`src/common/ucd_pkg.sv`:
```
// Constants and types shared by the USB device command decoder.
package ucd_pkg;
  // Command codes; endpoint-indexed groups give the code of endpoint slot 0.
  localparam logic [7:0] CMD_EPCFG_WR = 8'h20;
  localparam logic [7:0] CMD_EPCFG_RD = 8'h30;
  localparam logic [7:0] CMD_VALIDATE = 8'h60;
  localparam logic [7:0] CMD_CLEAR = 8'h70;
  localparam logic [7:0] CMD_ERRCODE = 8'ha0;
  localparam logic [7:0] CMD_UNLOCK = 8'hb0;
  localparam logic [7:0] CMD_SCRATCH_WR = 8'hb2;
  localparam logic [7:0] CMD_SCRATCH_RD = 8'hb3;
  localparam logic [7:0] CMD_FRAME_RD = 8'hb4;
  localparam logic [7:0] CMD_ADDR_WR = 8'hb6;
  localparam logic [7:0] CMD_ADDR_RD = 8'hb7;
  localparam logic [7:0] CMD_MODE_WR = 8'hb8;
  localparam logic [7:0] CMD_MODE_RD = 8'hb9;
  localparam logic [7:0] CMD_INT_RD = 8'hc0;
  localparam logic [7:0] CMD_STATUS_IMG = 8'hd0;
  localparam logic [7:0] CMD_SETUP_ACK = 8'hf4;

  // Field positions of the endpoint setup, address and mode bytes.
  localparam int EP_ENABLE_BIT = 7;
  localparam int EP_DIR_BIT = 6;
  localparam int EP_DBL_BIT = 5;
  localparam int EP_ISO_BIT = 4;
  localparam int EP_SIZE_MSB = 3;
  localparam int ADDR_ENABLE_BIT = 7;
  localparam int ADDR_FIELD_MSB = 6;
  localparam int MODE_DEBUG_BIT = 2;

  // Reset values.
  localparam logic [7:0] EP_SETUP_RST = 8'h00;
  localparam logic [7:0] ADDR_RST = 8'h00;
  localparam logic [7:0] MODE_RST = 8'h00;
  localparam logic [15:0] SCRATCH_RST = 16'h0000;
  localparam logic [6:0] BUS_RESET_ADDR = 7'h00;

  localparam int NUM_EP = 16;
  localparam logic [3:0] LAST_EP = 4'hf;

  // Completion times; the slow figure applies to slow commands in 8-bit mode.
  localparam int CLK_PERIOD_NS = 40;
  localparam int FAST_DONE_NS = 80;
  localparam int SLOW_DONE_NS = 600;
  localparam int FAST_DONE_CYC =
    (FAST_DONE_NS + CLK_PERIOD_NS - 1) / CLK_PERIOD_NS;
  localparam int SLOW_DONE_CYC =
    (SLOW_DONE_NS + CLK_PERIOD_NS - 1) / CLK_PERIOD_NS;

  typedef enum logic [2:0]
  {
    ST_IDLE = 3'b001,
    ST_WRITE = 3'b010,
    ST_READ = 3'b100
  } ucd_state_e;
endpackage

```
`src/logic/ucd_command_decoder.sv`:
```
// Command decoder and initialization registers of a USB device controller.
module ucd_command_decoder
  import ucd_pkg::*;
(
  input wire logic core_clk,
  input wire logic rst,
  input wire logic cmd_strobe,
  input wire logic wr_strobe,
  input wire logic rd_strobe,
  input wire logic [15:0] data_in,
  input wire logic bus_wide,
  input wire logic usb_bus_reset,
  input wire logic zlp_acked,
  input wire logic lock_request,
  input wire logic nak_event,
  input wire logic error_event,
  input wire logic [127:0] ep_status_flat,
  input wire logic [127:0] err_code_flat,
  input wire logic [10:0] frame_number,
  input wire logic [31:0] irq_flags,
  output logic [15:0] data_out,
  output logic [127:0] ep_setup_flat,
  output logic [6:0] active_address,
  output logic device_enabled,
  output logic [7:0] mode_bits,
  output logic alloc_start,
  output logic fifo_invalidate,
  output logic setup_ack,
  output logic cmd_busy,
  output logic debug_irq,
  output logic write_locked
);

  function automatic logic [2:0] cmd_len(input logic [7:0] code);
    logic [2:0] n;
    n = 3'd0;
    case (code[7:4])
      4'h2, 4'h3, 4'ha, 4'hd:
        n = 3'd1;
      4'hc:
        n = (code == CMD_INT_RD) ? 3'd4 : 3'd0;
      4'hb:
      begin
        if (code == CMD_UNLOCK || code == CMD_SCRATCH_WR ||
            code == CMD_SCRATCH_RD || code == CMD_FRAME_RD)
          n = 3'd2;
        else if (code >= CMD_ADDR_WR && code <= CMD_MODE_RD)
          n = 3'd1;
        else
          n = 3'd0;
      end
      default:
        n = 3'd0;
    endcase
    return n;
  endfunction

  function automatic logic is_read(input logic [7:0] code);
    return code[7:4] == 4'h3 || code[7:4] == 4'ha || code[7:4] == 4'hd ||
      code == CMD_SCRATCH_RD || code == CMD_FRAME_RD ||
      code == CMD_ADDR_RD || code == CMD_MODE_RD || code == CMD_INT_RD;
  endfunction

  function automatic logic [7:0] byte_of(input logic [31:0] v,
                                         input logic [2:0] idx);
    return v[{idx[1:0], 3'b000} +: 8];
  endfunction

  // Bus pins cross into core_clk through two flops; a third gives edges.
  logic [18:0] pin_s1_q;
  logic [18:0] pin_s2_q;
  logic [2:0] strobe_prev_q;
  logic cmd_ev;
  logic wr_ev;
  logic rd_ev;
  logic [15:0] din;

  always_ff @(posedge core_clk or posedge rst)
  begin
    if (rst)
    begin
      pin_s1_q <= '0;
      pin_s2_q <= '0;
      strobe_prev_q <= '0;
    end
    else
    begin
      pin_s1_q <= {cmd_strobe, wr_strobe, rd_strobe, data_in};
      pin_s2_q <= pin_s1_q;
      strobe_prev_q <= pin_s2_q[18:16];
    end
  end

  assign cmd_ev = pin_s2_q[18] & ~strobe_prev_q[2];
  assign wr_ev = pin_s2_q[17] & ~strobe_prev_q[1];
  assign rd_ev = pin_s2_q[16] & ~strobe_prev_q[0];
  assign din = pin_s2_q[15:0];

  ucd_state_e state_q;
  logic [7:0] cmd_q;
  logic [2:0] len_q;
  logic [2:0] cnt_q;
  logic [15:0] wr_buf_q;
  logic [31:0] rd_val_q;
  logic [15:0] data_out_q;
  logic [7:0] ep_setup_q [NUM_EP];
  logic [3:0] next_ep_q;
  logic [7:0] addr_q;
  logic [7:0] mode_q;
  logic [15:0] scratch_q;
  logic addr_pending_q;
  logic [6:0] active_addr_q;
  logic dev_en_q;
  logic locked_q;
  logic [9:0] busy_q;
  logic alloc_q;
  logic inval_q;
  logic setup_ack_q;
  logic debug_irq_q;

  // Only the low byte of the command word carries the code.
  logic [7:0] code;
  logic [3:0] code_ep;
  logic [2:0] code_len;
  logic [31:0] rd_src;
  logic [15:0] wr_next;
  logic [2:0] cnt_next;
  logic commit;
  logic [7:0] wr_byte;
  logic [3:0] wr_ep;

  assign code = din[7:0];
  assign code_ep = code[3:0];
  assign code_len = cmd_len(code);
  assign wr_byte = wr_next[7:0];
  assign wr_ep = cmd_q[3:0];

  // Read sources are sampled when the command arrives; status is not cleared.
  always_comb
  begin
    rd_src = 32'h0000_0000;
    case (code[7:4])
      4'h3:
        rd_src = {24'h00_0000, ep_setup_q[code_ep]};
      4'ha:
        rd_src = {24'h00_0000, err_code_flat[{code_ep, 3'b000} +: 8]};
      4'hd:
        rd_src = {24'h00_0000, ep_status_flat[{code_ep, 3'b000} +: 8]};
      default:
      begin
        if (code == CMD_SCRATCH_RD)
          rd_src = {16'h0000, scratch_q};
        else if (code == CMD_FRAME_RD)
          rd_src = {21'h00_0000, frame_number};
        else if (code == CMD_ADDR_RD)
          rd_src = {24'h00_0000, addr_q};
        else if (code == CMD_MODE_RD)
          rd_src = {24'h00_0000, mode_q};
        else if (code == CMD_INT_RD)
          rd_src = irq_flags;
        else
          rd_src = 32'h0000_0000;
      end
    endcase
  end

  // Data bytes arrive low first; a word carries two in 16-bit mode, one in 8-bit mode; an odd spare is dropped.
  always_comb
  begin
    wr_next = wr_buf_q;
    if (cnt_q == 3'd0)
    begin
      wr_next[7:0] = din[7:0];
      if (bus_wide)
        wr_next[15:8] = din[15:8];
    end
    else
    begin
      wr_next[15:8] = din[7:0];
    end
    cnt_next = cnt_q + (bus_wide ? 3'd2 : 3'd1);
  end

  assign commit = wr_ev && state_q == ST_WRITE && cnt_next >= len_q;

  always_ff @(posedge core_clk or posedge rst)
  begin
    if (rst)
    begin
      state_q <= ST_IDLE;
      cmd_q <= 8'h00;
      len_q <= 3'd0;
      cnt_q <= 3'd0;
      wr_buf_q <= 16'h0000;
      rd_val_q <= 32'h0000_0000;
    end
    else if (cmd_ev)
    begin
      cmd_q <= code;
      len_q <= code_len;
      cnt_q <= 3'd0;
      wr_buf_q <= 16'h0000;
      rd_val_q <= rd_src;
      if (code_len == 3'd0)
        state_q <= ST_IDLE;
      else if (is_read(code))
        state_q <= ST_READ;
      else
        state_q <= ST_WRITE;
    end
    else
    begin
      case (state_q)
        ST_WRITE:
        begin
          if (wr_ev)
          begin
            wr_buf_q <= wr_next;
            cnt_q <= cnt_next;
            if (commit)
              state_q <= ST_IDLE;
          end
        end
        ST_READ:
        begin
          if (rd_ev)
          begin
            cnt_q <= cnt_next;
            if (cnt_next >= len_q)
              state_q <= ST_IDLE;
          end
        end
        ST_IDLE:
          state_q <= ST_IDLE;
        default:
          state_q <= ST_IDLE;
      endcase
    end
  end

  // The read word is staged before the strobe so it is stable when sampled.
  always_ff @(posedge core_clk or posedge rst)
  begin
    if (rst)
      data_out_q <= 16'h0000;
    else if (cmd_ev)
    begin
      data_out_q[7:0] <= byte_of(rd_src, 3'd0);
      data_out_q[15:8] <= (bus_wide && code_len > 3'd1) ?
        byte_of(rd_src, 3'd1) : 8'h00;
    end
    else if (rd_ev && state_q == ST_READ)
    begin
      data_out_q[7:0] <= byte_of(rd_val_q, cnt_next);
      data_out_q[15:8] <= (bus_wide && cnt_next + 3'd1 < len_q) ?
        byte_of(rd_val_q, cnt_next + 3'd1) : 8'h00;
    end
  end

  // Lock requests win over a finishing unlock in the same cycle.
  always_ff @(posedge core_clk or posedge rst)
  begin
    if (rst)
      locked_q <= 1'b0;
    else if (lock_request)
      locked_q <= 1'b1;
    else if (commit && cmd_q == CMD_UNLOCK)
      locked_q <= 1'b0;
  end

  // Endpoint setup table and in-order configuration tracking.
  always_ff @(posedge core_clk or posedge rst)
  begin
    if (rst)
    begin
      for (int i = 0; i < NUM_EP; i++)
        ep_setup_q[i] <= EP_SETUP_RST;
      next_ep_q <= 4'h0;
      alloc_q <= 1'b0;
      inval_q <= 1'b0;
    end
    else
    begin
      alloc_q <= 1'b0;
      inval_q <= 1'b0;
      if (usb_bus_reset)
      begin
        for (int i = 0; i < NUM_EP; i++)
          ep_setup_q[i][EP_ENABLE_BIT] <= 1'b0;
        next_ep_q <= 4'h0;
      end
      else if (commit && cmd_q[7:4] == CMD_EPCFG_WR[7:4] && !locked_q)
      begin
        ep_setup_q[wr_ep] <= wr_byte;
        if (wr_byte[EP_ENABLE_BIT] != ep_setup_q[wr_ep][EP_ENABLE_BIT] ||
            wr_byte[EP_SIZE_MSB:0] != ep_setup_q[wr_ep][EP_SIZE_MSB:0])
          inval_q <= 1'b1;
        // An out-of-order write restarts the sequence at the control OUT slot.
        if (wr_ep == next_ep_q && wr_ep == LAST_EP)
        begin
          alloc_q <= 1'b1;
          next_ep_q <= 4'h0;
        end
        else if (wr_ep == next_ep_q)
          next_ep_q <= next_ep_q + 4'h1;
        else
          next_ep_q <= (wr_ep == 4'h0) ? 4'h1 : 4'h0;
      end
    end
  end

  // Address, mode and scratch registers; a bus reset leaves them as written.
  always_ff @(posedge core_clk or posedge rst)
  begin
    if (rst)
    begin
      addr_q <= ADDR_RST;
      mode_q <= MODE_RST;
      scratch_q <= SCRATCH_RST;
    end
    else if (commit && !locked_q)
    begin
      if (cmd_q == CMD_ADDR_WR)
        addr_q <= wr_byte;
      if (cmd_q == CMD_MODE_WR)
        mode_q <= wr_byte;
      if (cmd_q == CMD_SCRATCH_WR)
        scratch_q <= wr_next;
    end
  end

  // The address in use changes only on bus reset or the acked empty packet.
  always_ff @(posedge core_clk or posedge rst)
  begin
    if (rst)
    begin
      addr_pending_q <= 1'b0;
      active_addr_q <= BUS_RESET_ADDR;
      dev_en_q <= 1'b0;
    end
    else if (usb_bus_reset)
    begin
      addr_pending_q <= 1'b0;
      active_addr_q <= BUS_RESET_ADDR;
      dev_en_q <= 1'b1;
    end
    else if (commit && !locked_q && cmd_q == CMD_ADDR_WR)
      addr_pending_q <= 1'b1;
    else if (zlp_acked && addr_pending_q)
    begin
      addr_pending_q <= 1'b0;
      active_addr_q <= addr_q[ADDR_FIELD_MSB:0];
      dev_en_q <= addr_q[ADDR_ENABLE_BIT];
    end
  end

  // Completion timer; slow commands in 8-bit mode hold busy much longer.
  logic zero_cmd;
  logic slow_cmd;
  assign zero_cmd = cmd_ev && code_len == 3'd0;
  assign slow_cmd = (zero_cmd && (code == CMD_SETUP_ACK ||
    code[7:4] == CMD_VALIDATE[7:4] || code[7:4] == CMD_CLEAR[7:4])) ||
    (commit && cmd_q[7:4] == CMD_EPCFG_WR[7:4]);

  always_ff @(posedge core_clk or posedge rst)
  begin
    if (rst)
      busy_q <= 10'd0;
    else if (slow_cmd && !bus_wide)
      busy_q <= 10'(SLOW_DONE_CYC);
    else if (zero_cmd || commit)
      busy_q <= 10'(FAST_DONE_CYC);
    else if (busy_q != 10'd0)
      busy_q <= busy_q - 10'd1;
  end

  always_ff @(posedge core_clk or posedge rst)
  begin
    if (rst)
    begin
      setup_ack_q <= 1'b0;
      debug_irq_q <= 1'b0;
    end
    else
    begin
      setup_ack_q <= zero_cmd && code == CMD_SETUP_ACK;
      debug_irq_q <= mode_q[MODE_DEBUG_BIT] &&
        (nak_event || error_event);
    end
  end

  always_comb
  begin
    for (int i = 0; i < NUM_EP; i++)
      ep_setup_flat[i*8 +: 8] = ep_setup_q[i];
  end

  assign data_out = data_out_q;
  assign active_address = active_addr_q;
  assign device_enabled = dev_en_q;
  assign mode_bits = mode_q;
  assign alloc_start = alloc_q;
  assign fifo_invalidate = inval_q;
  assign setup_ack = setup_ack_q;
  assign cmd_busy = busy_q != 10'd0;
  assign debug_irq = debug_irq_q;
  assign write_locked = locked_q;

endmodule

```
`config.mk`:
```
export PLATFORM = sky130hd
export DESIGN_NAME = ucd_command_decoder
export DESIGN_NICKNAME = d
export VERILOG_FILES = /design/src/common/ucd_pkg.sv /design/src/logic/ucd_command_decoder.sv
export SDC_FILE = /design/constraint.sdc
export NUM_CORES = 1
export LEC_CHECK = 0
export ABC_CLOCK_PERIOD_IN_PS = 25900
export BUFFER_PORTS_ARGS = -buffer_cell sky130_fd_sc_hd__buf_2
export CAP_MARGIN = 20
export CORE_AREA = 4 4 190 192
export DETAILED_ROUTE_END_ITERATION = 7
export DIE_AREA = 0 0 194 196
export GPL_TIMING_DRIVEN = 0
export PLACE_DENSITY_LB_ADDON = 0.25
export SYNTH_ARGS = -nofsm -noshare
export SYNTH_HDL_FRONTEND = slang
export SYNTH_SLANG_ARGS = --single-unit
```
`constraint.sdc`:
```
create_clock -name core_clk -period 25.9 [get_ports core_clk]
set_input_delay 2.59 -clock core_clk [delete_from_list [all_inputs] [get_ports core_clk]]
set_output_delay 2.59 -clock core_clk [all_outputs]
set_load 0.02 [all_outputs]
```
# After elaboration in Yosys (flattened, before gate mapping)
# Index checks and enable logic that the tools add are counted.
# Widths: inputs -> output; s select.
# classes
n_addsub,4
magnitude_cmp,8
eq_ne,32
n_shift,4
n_mux,84
n_bitwise,9
reduce_logical,59
# ops
cell,n
$shiftx 128x8->8,2
$mux 32,5
$bwmux 128,1
$mux 128,1
$eq 8x8->1 const B,12
$pmux 32 s3,1
$mux 16,5
$mux 8,10
$bmux 8 s4,2
$shiftx 32x6->8,2
$mux 3,11
$demux 8 s4,1
$mux 1,32
$mux 10,3
$mux 7,3
$eq 4x4->1 const B,5
$logic_and 1x1->1,19
$logic_or 1x1->1,16
$mux 4,4
$eq 4x2->1 const B,3
$ne 3x3->1 const B,4
$pmux 3 s2,2
$reduce_and 2->1,6
$reduce_bool 2->1,6
31 further kinds,44
# totals
ff_bits,310
input_bits,326
wordCells,255

# Depth between registers and ports, before layout
# logic_depth
ltp_word,12
depth_mapped,16
ltp_nobuf,12

# Worst setup path after synthesis
# Ideal clock, no wire load.
# synth_path
path_kind,input -> register
startpoint,in bus_wide
endpoint,"reg ep_setup_q, in the netlist ep_setup_flat[104]"
arrival_ps,6358
required_time_ps,25827
slack_ps,19469
stages,14
path_buffers,4
cell_sequence,clkbuf_1 -> inv_1 -> ha_1 -> clkbuf_1 -> buf_2 -> inv_1 -> ha_1 -> a21boi_0 -> o21ai_0 -> a2111o_4 -> nor4_4 -> buf_6 -> nor2_1 -> a21oi_2
# synth_between
elab_chain_len,7
# synth_rtl
element,line_no,rtl
start: declaration,ucd_command_decoder.sv:11,"input wire logic bus_wide,"
$mux 2,ucd_command_decoder.sv:181,cnt_next = cnt_q + (bus_wide ? 3'd2 : 3'd1);
$add 3x2->3,ucd_command_decoder.sv:181,
$ge 3x3->1,ucd_command_decoder.sv:184,assign commit = wr_ev && state_q == ST_WRITE && cnt_next >= len_q;
$logic_and 1x1->1,ucd_command_decoder.sv:184,
$logic_and 1x1->1 (2 in a row),ucd_command_decoder.sv:292,else if (commit && cmd_q[7:4] == CMD_EPCFG_WR[7:4] && !locked_q)
$reduce_and 2->1 (no source line),-,
end signal: indexed assignment,ucd_command_decoder.sv:294,ep_setup_q[wr_ep] <= wr_byte;
end: declaration,ucd_command_decoder.sv:106,logic [7:0] ep_setup_q [NUM_EP];
# Every way passes these cells.
# A chain may end at the register's enable or synchronous reset.

# Final worst setup path
# layout_path
startpoint,in bus_wide
endpoint,"reg ep_setup_q, in the netlist ep_setup_flat[65]"
# Same word-level chain as after synthesis.

==> results.cfg <==
[die]
rows = 68
dieWidth_um = 194
io_pins = 492
die_h_um = 196
die_area_um2 = 38000
initial_core_util_pct = 50.4
coreArea_um2 = 34400

[finish]
syn2layout_area_growth_pct = 25.5
fin_area_um2 = 21800
stdcell_count = 2656
drive_gt1_share_pct = 34.2
fillers = 2922
nNetsFinal = 2492

[grt]
grt_pass1_wl_um = 111000
grt_max_degree = 137
antenna_found_initial = 14
grt_pass1_vias = 17000
grt_use_total_pct = 39.2
grt_overflow = 0

[synth]
yosysWarningCount = 0
yosysMostFrequentCell = dfrtp_1
syn_inst = 1623
synth_top_area_share_pct = 44.6
synth_edf_count = 0
synth-async-reset-ratio_pct = 100
ys_top_cells_by_area = dfrtp_1 45%, mux4_2 14%, mux2i_1 6.3%
syn_area_um2 = 17300
ys_ff_latch = 310
synth_top_cell_by_area = dfrtp_1
synth_commonest_cells = 309 x dfrtp_1, 229 x nand2_1, 143 x nor2_1, 109 x mux2i_1, 109 x o21ai_0
avgSynthCellArea_um2 = 10.7
synth_cell_types = 83
synth-main-ff-cell = dfrtp_1
syn_nets = 1960
ys_seq_area_share_pct = 44.8

[clock_tree]
post_cts_resized = 0
post-cts-setup-buffers = 0
path_clk_slew_ns = 0.06
cts-hold-fix-buffers = 0
cts_inserted_buffers = 36
clock-sinks = 310
clockBufferDepth = 3
htree_levels = 2
tritoncts = yes
clock-root-buffer = clkbuf_16
insertion_delay_ns = 0.54

[setup_path]
cp_slowest_cell = a2111oi_4
path_cells = buf_2, clkbuf_1, inv_1, ha_1, clkbuf_1, buf_2, inv_1, ha_1, a21boi_0, o21ai_0, a2111oi_4, nand4b_1, clkbuf_1, nand2_1, o21ai_0
end_kind = flip-flop
r2r_setup_slack_ns = 21.05
path_delay_family = buffers and inverters
rr_worst_depth = 13
r2r_start = cnt_q[0]
cp.arrival_ns = 7.93
cp_num_buf_inv = 7
r2r_end = ep_setup_flat[65]
crit_path_max_incr_delay_ns = 0.76
worst-setup-path-type = in2reg
critPathMaxFanout = 10
critPathLaunchType = input pin
worstSetupStartpoint = bus_wide
cp.required_ns = 26.28
crit_top_cell = clkbuf_1

[power]
power.density_nw_per_um2 = 57.7
vdd_drop_max_v = 0.0000522
p_leak_nw = 10.4

[timing]
setup_tns_ns = 0
hold_violations = 0
timing.final.crit_share_pct = 29.2
drv_slew = 0
rsz0062_at_grt = no
slew_headroom_pct = 19.1
worstMarginPinSlew_ns = 1.21
max_freq_mhz = 132
finalSetupViolCount = 0
setup_slack_ns = 18.34
fin_crit_ns = 7.56
fin_skew_ns = 0.0329
hold_ws_ns = 0.342

[hold_path]
hold-path-endpoint = pin_s2_q[10]
hold_path.class = reg2reg
holdPathStages = 0
worstHoldStart = pin_s1_q[10]

[place]
postPlaceCellArea_um2 = 20400
place.gp.congestion = 1.01
placed_cells = 2572
hpwlAfterDp_um = 59900
pre_cts_ws_ns = 17.92
port_buffers = 490

[run]
max_cap_violations = 0

[route]
drt_wl_total_um = 77400
drtAntennaViolNets = 0
first_pass_iters = 7
vias_per_cell = 6.32
routed.top_layer = met4
wl_met2_um = 37200
drc_errors = 0
first_iter_violations = 1781
wl_per_cell_um = 29.1
met3_length_um = 7520
dr_total_vias = 16800
wl_met1_um = 27800

[status]
status = finished clean
==> state kept, by name, indices dropped and copies added, names as in the netlist, 7 cells and up <==
register and flops:
mode_bits 8, active_address 7, rd_val_q 32, ep_setup_flat 128
scratch_q 16, addr_q 8, busy_q 10, data_out 16
pin_s1_q 19, cmd_q 8, wr_buf_q 16, pin_s2_q 19
==> placed cells by master, fill, tap and decap left out, drive strengths merged, types with 6 or more instances in the layout <==
cell type  instances
a311oi            14
nand3             16
dfrtp            309
clkbuf           118
o221ai             8
xnor2             16
a22oi             17
nor4               8
nor2b             23
nor3b              6
o22a               9
nor2             143
mux2i            109
nand2b            13
nand4b             8
o21a              11
mux4             105
a21o              10
nand3b             8
inv               25
o22ai             16
clkinv             8
a22o              30
ha                10
nor3              18
o21ai            121
a21oi            101
diode             18
buf              561
nand2            229
a211oi            21
==> worst register-to-register path: cells and delay by family (launching register included) <==
family          cells  cell delay, ns
compound gates      4            1.38
buf+inv             4            1.25
fa+ha+maj           3            0.94
simple gates        2            0.75
flops               1            0.39
==> worst max-delay path by stage <==
stage	endpoint	slack [ns]	cells after the start
global placement	busy_q[9]	11.36	2
floorplan	active_address[0]	14.74	1
detailed placement	ep_setup_flat[64]	17.92	15
global route	ep_setup_flat[65]	17.94	15
CTS	ep_setup_flat[65]	18.41	15
finish	ep_setup_flat[65]	18.34	15
==> final cells by class <==
cell class | instances | area, um2 | area share (%)
multi-input cells | 1153 | 8790 | 40.4
flip-flops and latches | 310 | 7760 | 35.7
repair buffers | 494 | 2530 | 11.6
clock buffers | 48 | 1010 | 4.62
plain buffers | 137 | 689 | 3.17
well taps | 455 | 569 | 2.62
clock inverters | 18 | 267 | 1.23
inverters | 23 | 93.8 | 0.431
diodes | 18 | 45.0 | 0.207
==> logic make-up after synthesis <==
kind of cell               Yosys count  share of synthesized area (%)
and+or+nand+nor                    514                           14.1
adders and majority gates           11                          0.838
muxes                              219                           20.3
buffers and inverters              160                           4.48
AOI/OAI and AO/OA                  391                           14.6
DFF                                310                           44.8
xor gates and xnor gates            18                          0.910
==> report_power, final <==
group	switching (mW)	total (mW)	internal, mW
Sequential	0.0154	0.517	0.502
Combinational	0.120	0.197	0.0768
Clock	0.215	0.542	0.327
==> layer usage <==
layer | vias up | GRT usage, %
li1 | 7050 | -
met4 | 0 | 21.1
met1 | 8386 | 47.8
met3 | 248 | 9.22
met2 | 1100 | 65.0
met5 | - | 0
==> per-stage QoR <==
step / utilization, % / total power, mW
floorplan: - / 0.634
global placement: 59.2 / 0.712
detailed placement: 59.4 / 0.718
CTS: 63.1 / 1.25
global route: 63.2 / 1.29
finish: 63.3 / 1.26
Power figures use the tool's default switching activity.
